File: src/let_timing_defines.vh
// Constants for the line exposure timing block: register map, fields, resets and timing counts
//
// Notes on behaviour
// Trigger off: internal line rate and exposure, free running, no outside sync.
// Internal mode: new line rate shortens exposure so it fits the period.
// Internal mode: a new exposure is limited by the current line period.
// Line period is never shorter than the sensor readout period.
// Readout after each exposure lasts 14 microseconds.
// Pulse-width mode: line sync alone sets period and exposure, no line timer.
// Pulse-width mode: rising edge starts exposure, falling edge ends it, starts readout.
// Source keeps line rate at most 1/(exposure + 1500 ns) in pulse-width mode.
// Timed triggered mode: each falling edge starts a programmed-length exposure.
// Source keeps high part above 6 us and low part above 1500 ns.
// Timed triggered mode: one extra falling edge during exposure is latched.
// Line rate is accepted only while the external trigger is off.
// Reject pairing with period not above exposure + 1500 ns; flag error.
// Triggers above the maximum line rate are dropped; lines stay at the maximum.
// Internal line rate ranges from 1 Hz to 50 kHz.
// Maximum line rate depends on link configuration and pixel format.
// Region widths and link clock limit the line rate, capped at 70 kHz.
// Pulse-width only with trigger on; programmed exposure used in internal and timed modes, not in pulse-width mode.
// Exposure programmable from 8 us to 3000 us, also bounded by line rate.
// Periods and exposures are counted in whole cycles of the system clock.
`ifndef LET_TIMING_DEFINES_VH
`define LET_TIMING_DEFINES_VH

`define LET_OFF_CTRL 8'h00
`define LET_OFF_RATE 8'h04
`define LET_OFF_EXPO 8'h08
`define LET_OFF_STAT 8'h0c
`define LET_OFF_REG0 8'h10
`define LET_OFF_PERIOD 8'h20
`define LET_OFF_MAXR 8'h24

`define LET_CTRL_TRIG 0
`define LET_CTRL_WIDTH 1
`define LET_CTRL_CFG_LO 2
`define LET_CTRL_DECA_FMT 4
`define LET_CTRL_HALF 5
`define LET_CTRL_CNT_LO 6

`define LET_STAT_ERR 0
`define LET_STAT_DROP 1
`define LET_STAT_EXPO 2
`define LET_STAT_READ 3
`define LET_STAT_PEND 4

`define LET_RST_CTRL 8'h00
`define LET_RST_RATE 16'h03e8
`define LET_RST_EXPO 12'h064
`define LET_RST_REGION 16'h0400

`define LET_CLK_HZ 32'h017d7840
`define LET_CLK_NS 32'h00000028
`define LET_READOUT_NS 32'h000036b0
`define LET_READOUT_CYC ((`LET_READOUT_NS + `LET_CLK_NS - 32'h1) / `LET_CLK_NS)
`define LET_GAP_NS 32'h000005dc
`define LET_GAP_CYC ((`LET_GAP_NS + `LET_CLK_NS - 32'h1) / `LET_CLK_NS)
`define LET_CYC_PER_US (32'h000003e8 / `LET_CLK_NS)

`define LET_RATE_MIN 32'h00000001
`define LET_RATE_MAX 32'h0000c350
`define LET_RATE_BASE 32'h00002710
`define LET_RATE_MED 32'h00004e20
`define LET_RATE_DECA_A 32'h0000c350
`define LET_RATE_DECA_B 32'h000084d0
`define LET_RATE_CAP 32'h00011170
`define LET_LINK10_FULL 32'h32a9f880
`define LET_LINK10_HALF 32'h1954fc40
`define LET_EXPO_MIN_US 32'h00000008
`define LET_EXPO_MAX_US 32'h00000bb8

`endif

File: src/let_timing.v
// Line period and exposure window timer with APB register access
`timescale 1ns/1ps
`include "let_timing_defines.vh"

module let_timing #(
	parameter NREG = 4
)
(
	// Clock, reset, enable
	input wire clk_sys,
	input wire nrst,
	input wire ce,
	// APB slave
	input wire psel,
	input wire penable,
	input wire pwrite,
	input wire [7:0] paddr,
	input wire [31:0] pwdata,
	output reg [31:0] prdata,
	output wire pready,
	output wire pslverr,
	// Line sync from the far side
	input wire line_sync_in,
	// Sensor timing
	output reg exposing,
	output reg readout,
	output reg line_start
);

	localparam ST_IDLE = 1'b0;
	localparam ST_EXPO = 1'b1;

	reg [7:0] ctrl_ff;
	reg [15:0] rate_ff;
	reg [11:0] expo_ff;
	reg err_ff;
	reg drop_ff;
	reg pend_ff;
	reg state_ff;
	reg sync_prev_ff;
	reg [31:0] line_cnt_ff;
	reg [31:0] exp_cnt_ff;
	reg [31:0] rd_cnt_ff;
	wire [15:0] region_ff [0:NREG-1];

	wire access = psel & penable & ce;
	wire wr = access & pwrite;
	wire trig_en = ctrl_ff[`LET_CTRL_TRIG];
	wire pw_mode = ctrl_ff[`LET_CTRL_WIDTH];
	wire [1:0] link_cfg = ctrl_ff[`LET_CTRL_CFG_LO+1:`LET_CTRL_CFG_LO];
	wire [1:0] region_cnt = ctrl_ff[`LET_CTRL_CNT_LO+1:`LET_CTRL_CNT_LO];

	// Rate limits from link configuration and region widths
	reg [31:0] width_sum;
	reg [31:0] cfg_max;
	reg [31:0] f10;
	reg [31:0] aoi_max;
	reg [31:0] max_rate;
	reg [31:0] eff_rate;
	reg [31:0] period;
	reg [31:0] min_space;
	reg [31:0] exp_req_cyc;
	reg [31:0] exp_lim_cyc;
	reg [31:0] exp_eff_cyc;
	integer i;

	always @*
	begin
		width_sum = 32'h0;
		for (i = 0; i < NREG; i = i + 1)
			if (i <= region_cnt)
				width_sum = width_sum + {16'h0, region_ff[i]};
		case (link_cfg)
			2'd0: cfg_max = `LET_RATE_BASE;
			2'd1: cfg_max = `LET_RATE_MED;
			2'd2: cfg_max = `LET_RATE_CAP;
			default: cfg_max = ctrl_ff[`LET_CTRL_DECA_FMT] ? `LET_RATE_DECA_A : `LET_RATE_DECA_B;
		endcase
		case (link_cfg)
			2'd0: f10 = 32'ha;
			2'd1: f10 = 32'h5;
			2'd2: f10 = 32'h3;
			default: f10 = 32'h2;
		endcase
		if (width_sum == 32'h0)
			aoi_max = `LET_RATE_CAP;
		else
			aoi_max = (ctrl_ff[`LET_CTRL_HALF] ? `LET_LINK10_HALF : `LET_LINK10_FULL) / (f10 * width_sum);
		if (aoi_max > `LET_RATE_CAP)
			aoi_max = `LET_RATE_CAP;
		max_rate = `LET_RATE_MAX;
		if (cfg_max < max_rate)
			max_rate = cfg_max;
		if (aoi_max < max_rate)
			max_rate = aoi_max;
		if (max_rate < `LET_RATE_MIN)
			max_rate = `LET_RATE_MIN;
		eff_rate = ({16'h0, rate_ff} < max_rate) ? {16'h0, rate_ff} : max_rate;
		period = `LET_CLK_HZ / eff_rate;
		if (period < `LET_READOUT_CYC)
			period = `LET_READOUT_CYC;
		min_space = `LET_CLK_HZ / max_rate;
		if (min_space < `LET_READOUT_CYC)
			min_space = `LET_READOUT_CYC;
		exp_req_cyc = {20'h0, expo_ff} * `LET_CYC_PER_US;
		exp_lim_cyc = period - `LET_GAP_CYC - 32'h1;
		// Clipping only applies with the internal line timer in charge
		if (!trig_en && exp_req_cyc > exp_lim_cyc)
			exp_eff_cyc = exp_lim_cyc;
		else
			exp_eff_cyc = exp_req_cyc;
	end

	// Write checks
	wire [31:0] wexp_cyc = pwdata * `LET_CYC_PER_US;
	wire rate_ok = !trig_en && pwdata >= `LET_RATE_MIN && pwdata <= `LET_RATE_MAX;
	wire expo_range = pwdata >= `LET_EXPO_MIN_US && pwdata <= `LET_EXPO_MAX_US;
	wire expo_ok = expo_range && (trig_en || period > wexp_cyc + `LET_GAP_CYC);
	wire sel_ctrl = paddr == `LET_OFF_CTRL;
	wire sel_rate = paddr == `LET_OFF_RATE;
	wire sel_expo = paddr == `LET_OFF_EXPO;
	wire sel_stat = paddr == `LET_OFF_STAT;
	wire sel_reg = paddr >= `LET_OFF_REG0 && paddr < `LET_OFF_REG0 + NREG * 4 && paddr[1:0] == 2'b00;
	wire sel_per = paddr == `LET_OFF_PERIOD;
	wire sel_maxr = paddr == `LET_OFF_MAXR;
	wire mapped = sel_ctrl | sel_rate | sel_expo | sel_stat | sel_reg | sel_per | sel_maxr;
	wire ro_hit = sel_per | sel_maxr;
	wire reject = pwrite & ((sel_rate & !rate_ok) | (sel_expo & !expo_ok) | ro_hit);
	wire wr_ctrl = wr & sel_ctrl;

	assign pready = ce;
	assign pslverr = psel & penable & (!mapped | reject);

	// Region width registers
	genvar g;
	generate
		for (g = 0; g < NREG; g = g + 1)
		begin : g_region
			reg [15:0] width_ff;
			always @(posedge clk_sys)
			begin
				if (!nrst)
					width_ff <= `LET_RST_REGION;
				else if (wr && paddr == `LET_OFF_REG0 + g * 4)
					width_ff <= pwdata[15:0];
			end
			assign region_ff[g] = width_ff;
		end
	endgenerate

	// Read data is captured in the setup cycle
	reg [31:0] nxt_prdata;
	always @*
	begin
		nxt_prdata = 32'h0;
		if (sel_ctrl)
			nxt_prdata = {24'h0, ctrl_ff};
		else if (sel_rate)
			nxt_prdata = {16'h0, rate_ff};
		else if (sel_expo)
			nxt_prdata = exp_eff_cyc / `LET_CYC_PER_US;
		else if (sel_stat)
			nxt_prdata = {27'h0, pend_ff, readout, exposing, drop_ff, err_ff};
		else if (sel_reg)
			nxt_prdata = {16'h0, region_ff[paddr[3:2]]};
		else if (sel_per)
			nxt_prdata = period;
		else if (sel_maxr)
			nxt_prdata = max_rate;
	end

	// Line sync edges; the input is synchronous to clk_sys
	wire rise = line_sync_in & !sync_prev_ff;
	wire fall = !line_sync_in & sync_prev_ff;
	wire spaced = line_cnt_ff >= min_space - 32'h1;
	wire idle = state_ff == ST_IDLE;

	reg start;
	reg stop;
	reg nxt_pend;
	reg drop_evt;
	always @*
	begin
		start = 1'b0;
		stop = 1'b0;
		nxt_pend = pend_ff;
		drop_evt = 1'b0;
		if (!trig_en)
		begin
			start = idle && line_cnt_ff >= period - 32'h1;
			stop = !idle && exp_cnt_ff >= exp_eff_cyc - 32'h1;
			nxt_pend = 1'b0;
		end
		else if (pw_mode)
		begin
			start = idle && rise && spaced;
			stop = !idle && fall;
			drop_evt = rise && !(idle && spaced);
			nxt_pend = 1'b0;
		end
		else
		begin
			stop = !idle && exp_cnt_ff >= exp_eff_cyc - 32'h1;
			if (idle && spaced && (fall || pend_ff))
			begin
				start = 1'b1;
				nxt_pend = fall && pend_ff;
			end
			else if (fall)
			begin
				if (!pend_ff)
					nxt_pend = 1'b1;
				else
					drop_evt = 1'b1;
			end
		end
	end

	always @(posedge clk_sys)
	begin
		if (!nrst)
		begin
			ctrl_ff <= `LET_RST_CTRL;
			rate_ff <= `LET_RST_RATE;
			expo_ff <= `LET_RST_EXPO;
			err_ff <= 1'b0;
			drop_ff <= 1'b0;
			pend_ff <= 1'b0;
			state_ff <= ST_IDLE;
			sync_prev_ff <= 1'b0;
			line_cnt_ff <= 32'h0;
			exp_cnt_ff <= 32'h0;
			rd_cnt_ff <= 32'h0;
			prdata <= 32'h0;
			exposing <= 1'b0;
			readout <= 1'b0;
			line_start <= 1'b0;
		end
		else if (ce)
		begin
			sync_prev_ff <= line_sync_in;
			if (psel && !penable)
				prdata <= nxt_prdata;
			if (wr_ctrl)
				// Width mode only holds together with trigger on
				ctrl_ff <= {pwdata[7:2], pwdata[1] & pwdata[0], pwdata[0]};
			if (wr && sel_rate && rate_ok)
				rate_ff <= pwdata[15:0];
			if (wr && sel_expo && expo_ok)
				expo_ff <= pwdata[11:0];
			// Hardware set wins over the write-one clear
			err_ff <= (wr && reject) | (err_ff & !(wr && sel_stat && pwdata[`LET_STAT_ERR]));
			drop_ff <= drop_evt | (drop_ff & !(wr && sel_stat && pwdata[`LET_STAT_DROP]));
			line_start <= start & !wr_ctrl;
			// A mode change abandons the line in flight rather than mixing timings
			if (wr_ctrl)
			begin
				state_ff <= ST_IDLE;
				pend_ff <= 1'b0;
				exposing <= 1'b0;
			end
			else
			begin
				pend_ff <= nxt_pend;
				if (start)
				begin
					state_ff <= ST_EXPO;
					exposing <= 1'b1;
				end
				else if (stop)
				begin
					state_ff <= ST_IDLE;
					exposing <= 1'b0;
				end
			end
			if (start && !wr_ctrl)
				line_cnt_ff <= 32'h0;
			else if (line_cnt_ff != 32'hffffffff)
				line_cnt_ff <= line_cnt_ff + 32'h1;
			if (start)
				exp_cnt_ff <= 32'h0;
			else if (!idle)
				exp_cnt_ff <= exp_cnt_ff + 32'h1;
			if (stop && !wr_ctrl)
			begin
				rd_cnt_ff <= `LET_READOUT_CYC - 32'h1;
				readout <= 1'b1;
			end
			else if (rd_cnt_ff != 32'h0)
				rd_cnt_ff <= rd_cnt_ff - 32'h1;
			else
				readout <= 1'b0;
		end
	end

endmodule

File: config.mk
export PLATFORM = sky130hd
export DESIGN_NAME = let_timing
export DESIGN_NICKNAME = d
export VERILOG_FILES = /design/src/let_timing.v
export VERILOG_INCLUDE_DIRS = /design/src /design/src/src
export SDC_FILE = /design/constraint.sdc
export NUM_CORES = 2
export LEC_CHECK = 0
export ABC_CLOCK_PERIOD_IN_PS = 619600
export BUFFER_PORTS_ARGS = -buffer_cell sky130_fd_sc_hd__buf_2
export CORE_MARGIN = 2
export CORE_UTILIZATION = 40
export DETAILED_ROUTE_END_ITERATION = 8
export PLACE_DENSITY_LB_ADDON = 0.15
export SYNTH_ARGS = -nofsm -noshare
export SYNTH_HDL_FRONTEND = slang
export SYNTH_SLANG_ARGS = --single-unit
File: constraint.sdc
create_clock -name clk_sys -period 619.6 [get_ports clk_sys]
set_input_delay 123.92 -clock clk_sys [delete_from_list [all_inputs] [get_ports clk_sys]]
set_output_delay 123.92 -clock clk_sys [all_outputs]
set_load 0.02 [all_outputs]
# Word level (Yosys, flattened, before mapping)
# Index checks and enable logic that the tools add are counted.
[classes]
n_addsub = 12
n_mul = 3
div_mod_pow = 4
order_cmp = 22
n_eq_ne = 14
mux = 52
bitwise = 28
n_reduce_logical = 63
[op_table]
columns = ["cell", "n"]
rows = [
  ["32-bit two-way mux", 24],
  ["32-bit by 1-bit subtractor with 32-bit output (second input constant)", 5],
  ["32-bit >= comparator", 3],
  ["32-bit by 1-bit adder with 32-bit output (second input constant)", 2],
  ["32-bit by 16-bit adder with 32-bit output", 2],
  ["25-bit by 32-bit divider with 32-bit output (first input constant)", 2],
  ["32-bit by 9-bit < comparator with 1-bit output (second input constant)", 2],
  ["17-bit one-hot mux with 3 select lines", 1],
  ["32-bit by 6-bit adder with 32-bit output (second input constant)", 1],
  ["16-bit binary-select mux with 2-bit select", 1],
  ["32-bit by 32-bit divider with 32-bit output", 1],
  ["32-bit by 5-bit divider with 32-bit output (second input constant)", 1],
  ["8-bit by 5-bit equality test with 1-bit output (second input constant)", 4],
  ["32-bit by 1-bit >= comparator with 1-bit output (second input constant)", 1],
  ["32-bit by 4-bit >= comparator with 1-bit output (second input constant)", 1],
  ["17-bit by 32-bit greater-than comparator with 1-bit output", 1],
  ["32-bit by 17-bit greater-than comparator with 1-bit output (second input constant)", 1],
  ["32-bit greater-than comparator", 1],
  ["32-bit by 12-bit less-or-equal comparator with 1-bit output (second input constant)", 1],
  ["32-bit by 16-bit less-or-equal comparator with 1-bit output (second input constant)", 1],
  ["32-bit logical NOT", 1],
  ["16-bit by 32-bit < comparator with 1-bit output", 1],
  ["32-bit by 1-bit < comparator with 1-bit output (second input constant)", 1],
  ["32-bit by 16-bit < comparator with 1-bit output (second input constant)", 1],
  ["38 further kinds", 138],
]
[word_totals]
ff_bits = 235
output_inout_bits = 37

# Longest topological paths before layout
[depth]
word_depth = 33
mapped_depth = 1119
depth_no_buf = 1037

# Worst setup path before layout
# No wires, ideal clock.
[synth_path]
kind = "register to output"
from = "register ctrl_ff[7]"
to = "output pslverr"
t_arrival_ns = 171.324
path_slack_ns = 324.356
path_stages_with_launch = 900
path_buffers = 92
cell_sequence = "dfxtp_1 -> or2_2 -> clkbuf_1 -> clkbuf_1 -> mux2_2 -> ha_1 -> inv_1 -> fa_1 -> mux2i_1 -> inv_1 -> fa_1 -> nor2b_1 -> o21ai_0 -> a21boi_0 -> o21ai_0 -> a21boi_0 -> o21ai_0 -> a21boi_0 -> (+864 left out) -> nor2b_1 -> o21ai_0 -> nand2b_1 -> a21oi_1 -> nor2b_1 -> o21ai_0 -> nand2b_1 -> a21oi_1 -> nor2b_1 -> o21ai_0 -> o211ai_1 -> a221o_1 -> a21oi_1 -> a41oi_1 -> o21ai_0 -> a21oi_1 -> nand2b_1 -> a21oi_1"
[synth_via]
elab_chain_cells = 30
[synth_lines]
columns = ["item", "line_no", "text"]
rows = [
  ["start, declared", "let_timing.v:33", "reg [7:0] ctrl_ff;"],
  ["start signal, assigned", "let_timing.v:223", "ctrl_ff <= `LET_RST_CTRL;"],
  ["start signal, assigned", "let_timing.v:246", "ctrl_ff <= {pwdata[7:2], pwdata[1] & pwdata[0], pwdata[0]};"],
  ["1-bit by 2-bit less-or-equal comparator with 1-bit output", "let_timing.v:71", "if (i <= region_cnt)"],
  ["17-bit two-way mux", "let_timing.v:71", ""],
  ["32-bit by 16-bit adder with 32-bit output", "let_timing.v:72", "width_sum = width_sum + {16'h0, region_ff[i]};"],
  ["32-bit two-way mux", "let_timing.v:71", ""],
  ["32-bit by 16-bit adder with 32-bit output", "let_timing.v:72", ""],
  ["32-bit two-way mux *", "let_timing.v:71", ""],
  ["32-bit by 32-bit multiplier with 32-bit output", "let_timing.v:88", "aoi_max = (ctrl_ff[`LET_CTRL_HALF] ? `LET_LINK10_HALF : `LET_LINK10_FULL) / (f10 * width_sum);"],
  ["32-bit by 32-bit divider with 32-bit output", "let_timing.v:88", ""],
  ["(+13 left out)", "n/a", ""],
  ["1-bit logical OR (no line) *", "n/a", ""],
  ["1-bit logical AND *", "let_timing.v:118", "wire expo_ok = expo_range && (trig_en || period > wexp_cyc + `LET_GAP_CYC);"],
  ["1-bit logical NOT *", "let_timing.v:128", "wire reject = pwrite & ((sel_rate & !rate_ok) | (sel_expo & !expo_ok) | ro_hit);"],
  ["1-bit AND *", "let_timing.v:128", ""],
  ["1-bit bitwise OR * (2 in a row)", "let_timing.v:128", ""],
  ["1-bit AND *", "let_timing.v:128", ""],
  ["1-bit bitwise OR *", "let_timing.v:132", "assign pslverr = psel & penable & (!mapped | reject);"],
  ["1-bit AND *", "let_timing.v:132", ""],
  ["end, declared", "let_timing.v:21", "output wire pslverr,"],
]
# Mark *: on every way between the ends. The rest lies on a longest branch, timed or not.

==> results.md <==
- The first-pass GRT wire length is 580900 um.
- Counting flops with a built-in enable in the synthesized netlist gives 0.
- Global routing used 36.18% of the available met1 tracks.
- In this run the worst setup path begins at g_region[0].width_ff[0]$_SDFFE_PN0P_.
- The met3 capacity usage during global routing is 2.013%.
- Dividing the final minimum period by the clock period gives 52.08%.
- By instance count, the cell type seen most on the critical path is o21a_1.
- The setup fix buffers added after clock tree synthesis is 0.
- Relative to the synthesized area, the layout overhead comes to 6.657%.
- For the worst setup path, the data arrival time is 198750 ps.
- After synthesis the cells add up to 107000 um2.
- The average wire per standard cell is 20.10 um.
- For the pin with the worst max-slew slack, the measured transition is 1129 ps.
- No sink is reached through more buffers than the 3 on the longest clock path.
- The via count of the routed design is 108.2k.
- The kind of capture point of the worst setup path is a primary output.
- The number of antenna violations at the first check in global routing came to 13.
- The placeable core area is 265600 um2.
- The placed wire-length estimate is 303100 um.
- The max-capacitance violation count is 0.
- From left edge to right edge, the die measures 521.1 um.
- The mean post-synth cell area is 7.167 um2.
- Yosys printed 0 warnings.
- The number of instances in the synthesized netlist is 14.93k.
- The number of H-tree levels is 1.
- The most congested layer reported by global routing is met2.
- Yosys mapped the design onto 157 distinct sky130hd cell types.
- The hold buffer count at CTS is 0.
- The count of final max-slew check failures is 0.
- The critical path data required time is 495680 ps.
- 84 I/O pins were placed.
- Setup violations remaining at the end of the flow were counted as 0.
- The worst setup skew after layout is 37.83 ps.
- The total CTS buffers is 30.
- The endpoint identified for the worst register-to-register timing path is exp_cnt_ff[30]$_SDFFE_PN0P_.
- The number of global-route vias before repair came to 100.5k.
- For met2 alone, demand over resource in global routing was 43.58%.
- Input and output buffers added on the ports amount to 83.
- Adding up every negative setup slack in the final design gives 0 ps.
- The synthesized design contains 235 register bits.
- For this block, the initial DRC count from the detailed router was 7801.
- The delay of the slowest critical-path stage is 920 ps.
- The placement row count is 189.
- The die is 521.1 um tall.
- In this run the most critical hold path is launched from prdata[25]$_SDFFE_PN0P_.
- The first detailed-routing pass took 6 iterations.
- The startpoint of the worst-slack reg-to-reg timing path is g_region[0].width_ff[0]$_SDFFE_PN0P_.
- The kind of start point of the critical path is a register.
- The length in cells of the worst reg-to-reg path is 1025.
- For this run, design rule violations remaining after detail routing come to 0.
- TritonCTS built the clock tree.
- The final hold violation count was 0.
- The smallest clock period supported by the final layout is computed as 322670 ps.
- Setup repair after global routing left no endpoint under its margin.
- Cells with a size suffix above 1 make up 8.082% of the layout.
- For this run, the top clock speed supported by timing is 0.003099 GHz.
- The reg-to-reg setup timing slack is 400000 ps.
- The tightest min-delay check is of the reg2reg type.
- Across every metal layer, demand over resource in global routing totals 26.42%.
- The per-cell via count in the routed design is 5.802.
- On the critical path, the stage with the largest delay is an instance of a2111oi_0.
- The maximum number of pins on one net before global-route repair is 88.
- The net count of the finished layout is 17.11k.
- For this configuration, the core starts out at a cell density of 40.28%.
- The number of gates given a new drive strength after cts is 0.
- Of all flip-flops after synthesis, the portion carrying an async set or reset was 0%.
- After the flow finishes, the layout carries non-filler instances totaling 18.65k.
- The flow ran to the end, and the final reports show no timing, DRC or antenna violations.
- The number of placed instances with taps included is 18.59k.
- The count of nets left with antenna violations once routing finished came out at 0.
- The die covers 271600 um2.
- After clock tree synthesis, the clock-pin slew on the worst setup and hold paths is 70 ps.
- The worst max-slew margin expressed relative to the limit is 24.16%.
- The setup path with the least slack is of type reg2out.
- The final wirelength is 374700 um.
- Along the worst path, the maximum fanout reaches 58.
- At the end of routability-driven placement, the weighted congestion stood at 0.9809.
- The clock drives 235 sinks.
- The end of the critical path is pslverr.
- The residual overflow from global routing is 0.
- The root buffer selected by CTS is clkbuf_16.
- For this run, the register share of the synthesized area comes to 4.398%.
- The worst hold path stage count is 2.
- For this run, the leading register cell type out of synthesis is dfxtp_1.
- The clock latency at the later pin of the worst-skew pair is 650 ps.
## cells in the final DEF (no fill, tap or decap), types with 42 or more instances in the layout
cell type,count
mux2_2,543
o31ai_1,186
a31oi_1,98
nor4_1,69
xnor2_1,702
o21a_1,609
a22oi_1,42
buf_4,190
and3_1,107
buf_2,83
or2_2,71
a21o_1,576
mux2i_1,103
nand2_1,1326
xor2_1,406
nor2b_1,241
nand3_1,238
dfxtp_1,235
ha_1,1903
or3_1,135
nand4_1,202
nor2_1,1386
a211oi_1,79
o21bai_1,188
o211ai_1,84
o21ai_0,975
nand2b_1,327
a21oi_1,1417
inv_1,703
conb_1,292
and2_1,156
a21boi_0,52
fa_1,71
nor3_1,430
## layer usage
layer / vias to the layer above / part of all wire (%)
met5: - / 0.016
met4: 10 / 3.8
met3: 534 / 4.7
met2: 2542 / 45
met1: 50340 / 47
li1: 54760 / -
## per-stage QoR
step | hold slack, ps | instance area [um2] | util (%) | worst slack [ps]
after floorplan | 436.5 | 108100 | - | 324360
after global placement | 440.8 | 113000 | 42.53 | 305350
after detailed placement | 449.4 | 113000 | 42.53 | 301180
after CTS | 457.6 | 114100 | 42.95 | 299770
after global routing | 473.2 | 114100 | 42.95 | 280490
final | 454.6 | 114100 | 42.96 | 296930
## cell families (layout without fill, tap and decap cells)
logic type | count (synthesis) | after routing | synth area share (%)
fa+ha+maj | 1975 | 1975 | 23.61
compound gates | 4824 | 4824 | 28.96
mux | 687 | 687 | 7.309
other cells | 2 | 296 | 0.007021
buf+inv | 1163 | 1056 | 4.375
simple gates | 4920 | 4920 | 22.12
flops | 235 | 235 | 4.398
xor+xnor | 1119 | 1119 | 9.219
## cell usage after synthesis (all sizes together), types with 117 or more instances
cell type | n | area (um2)
nor3 | 443 | 2265
mux2 | 556 | 6280
xor2 | 408 | 3581
o21a | 610 | 4581
buf | 117 | 740.7
and2 | 162 | 1017
ha | 1903 | 23810
a21oi | 1444 | 7291
nand2b | 328 | 2052
nand3 | 239 | 1201
nand4 | 204 | 1289
o31ai | 194 | 1514
o21ai | 1005 | 5030
clkbuf | 319 | 1199
nor2b | 241 | 1508
or3 | 137 | 867.1
xnor2 | 711 | 6280
nand2 | 1336 | 5042
o21bai | 189 | 1419
inv | 722 | 2715
dfxtp | 235 | 4705
nor2 | 1398 | 5270
a21o | 582 | 4380
## layout make-up
| type | count | area (um2) |
|---|---|---|
| Inverter | 726 | 2733 |
| Timing Repair Buffer | 274 | 1862 |
| Fill cell | 27850 | 151500 |
| Tap cell | 3533 | 4420 |
| Clock buffer | 33 | 792.0 |
| Antenna cell | 4 | 10.01 |
| Clock inverter | 23 | 326.6 |
| Multi-Input combinational cell | 13820 | 99230 |
| Sequential cell | 235 | 4705 |
## worst min-delay path by stage
stage,end
after CTS,prdata[25]$_SDFFE_PN0P_
after detailed placement,prdata[25]$_SDFFE_PN0P_
final,prdata[25]$_SDFFE_PN0P_
after floorplan,rd_cnt_ff[9]$_SDFFE_PN0P_
after global placement,prdata[25]$_SDFFE_PN0P_
after global routing,prdata[23]$_SDFFE_PN0P_
## worst max-delay path, delay by kind of cell, from the launching register on
kind / cells / cell delay (ps)
flops: 1 / 400
compound gates: 477 / 105340
buf+inv: 50 / 13210
fa+ha+maj: 75 / 24260
simple gates: 239 / 53030
mux: 24 / 9110
xor+xnor: 6 / 590
## registers in the layout (all words and copies together) (netlist names)
| name | cells |
|---|---|
| drop_ff | 1 |
| readout | 1 |
| sync_prev_ff | 1 |
| err_ff | 1 |
| g_region.width_ff | 64 |
| line_start | 1 |
| rd_cnt_ff | 32 |
| rate_ff | 16 |
| prdata | 32 |
| ctrl_ff | 8 |
| pend_ff | 1 |
| exp_cnt_ff | 32 |
| state_ff | 1 |
| line_cnt_ff | 32 |
| expo_ff | 12 |
Power is left out: the tool's default activity adds up to more than one toggle a clock period on the data nets, which glitch-free logic cannot reach.
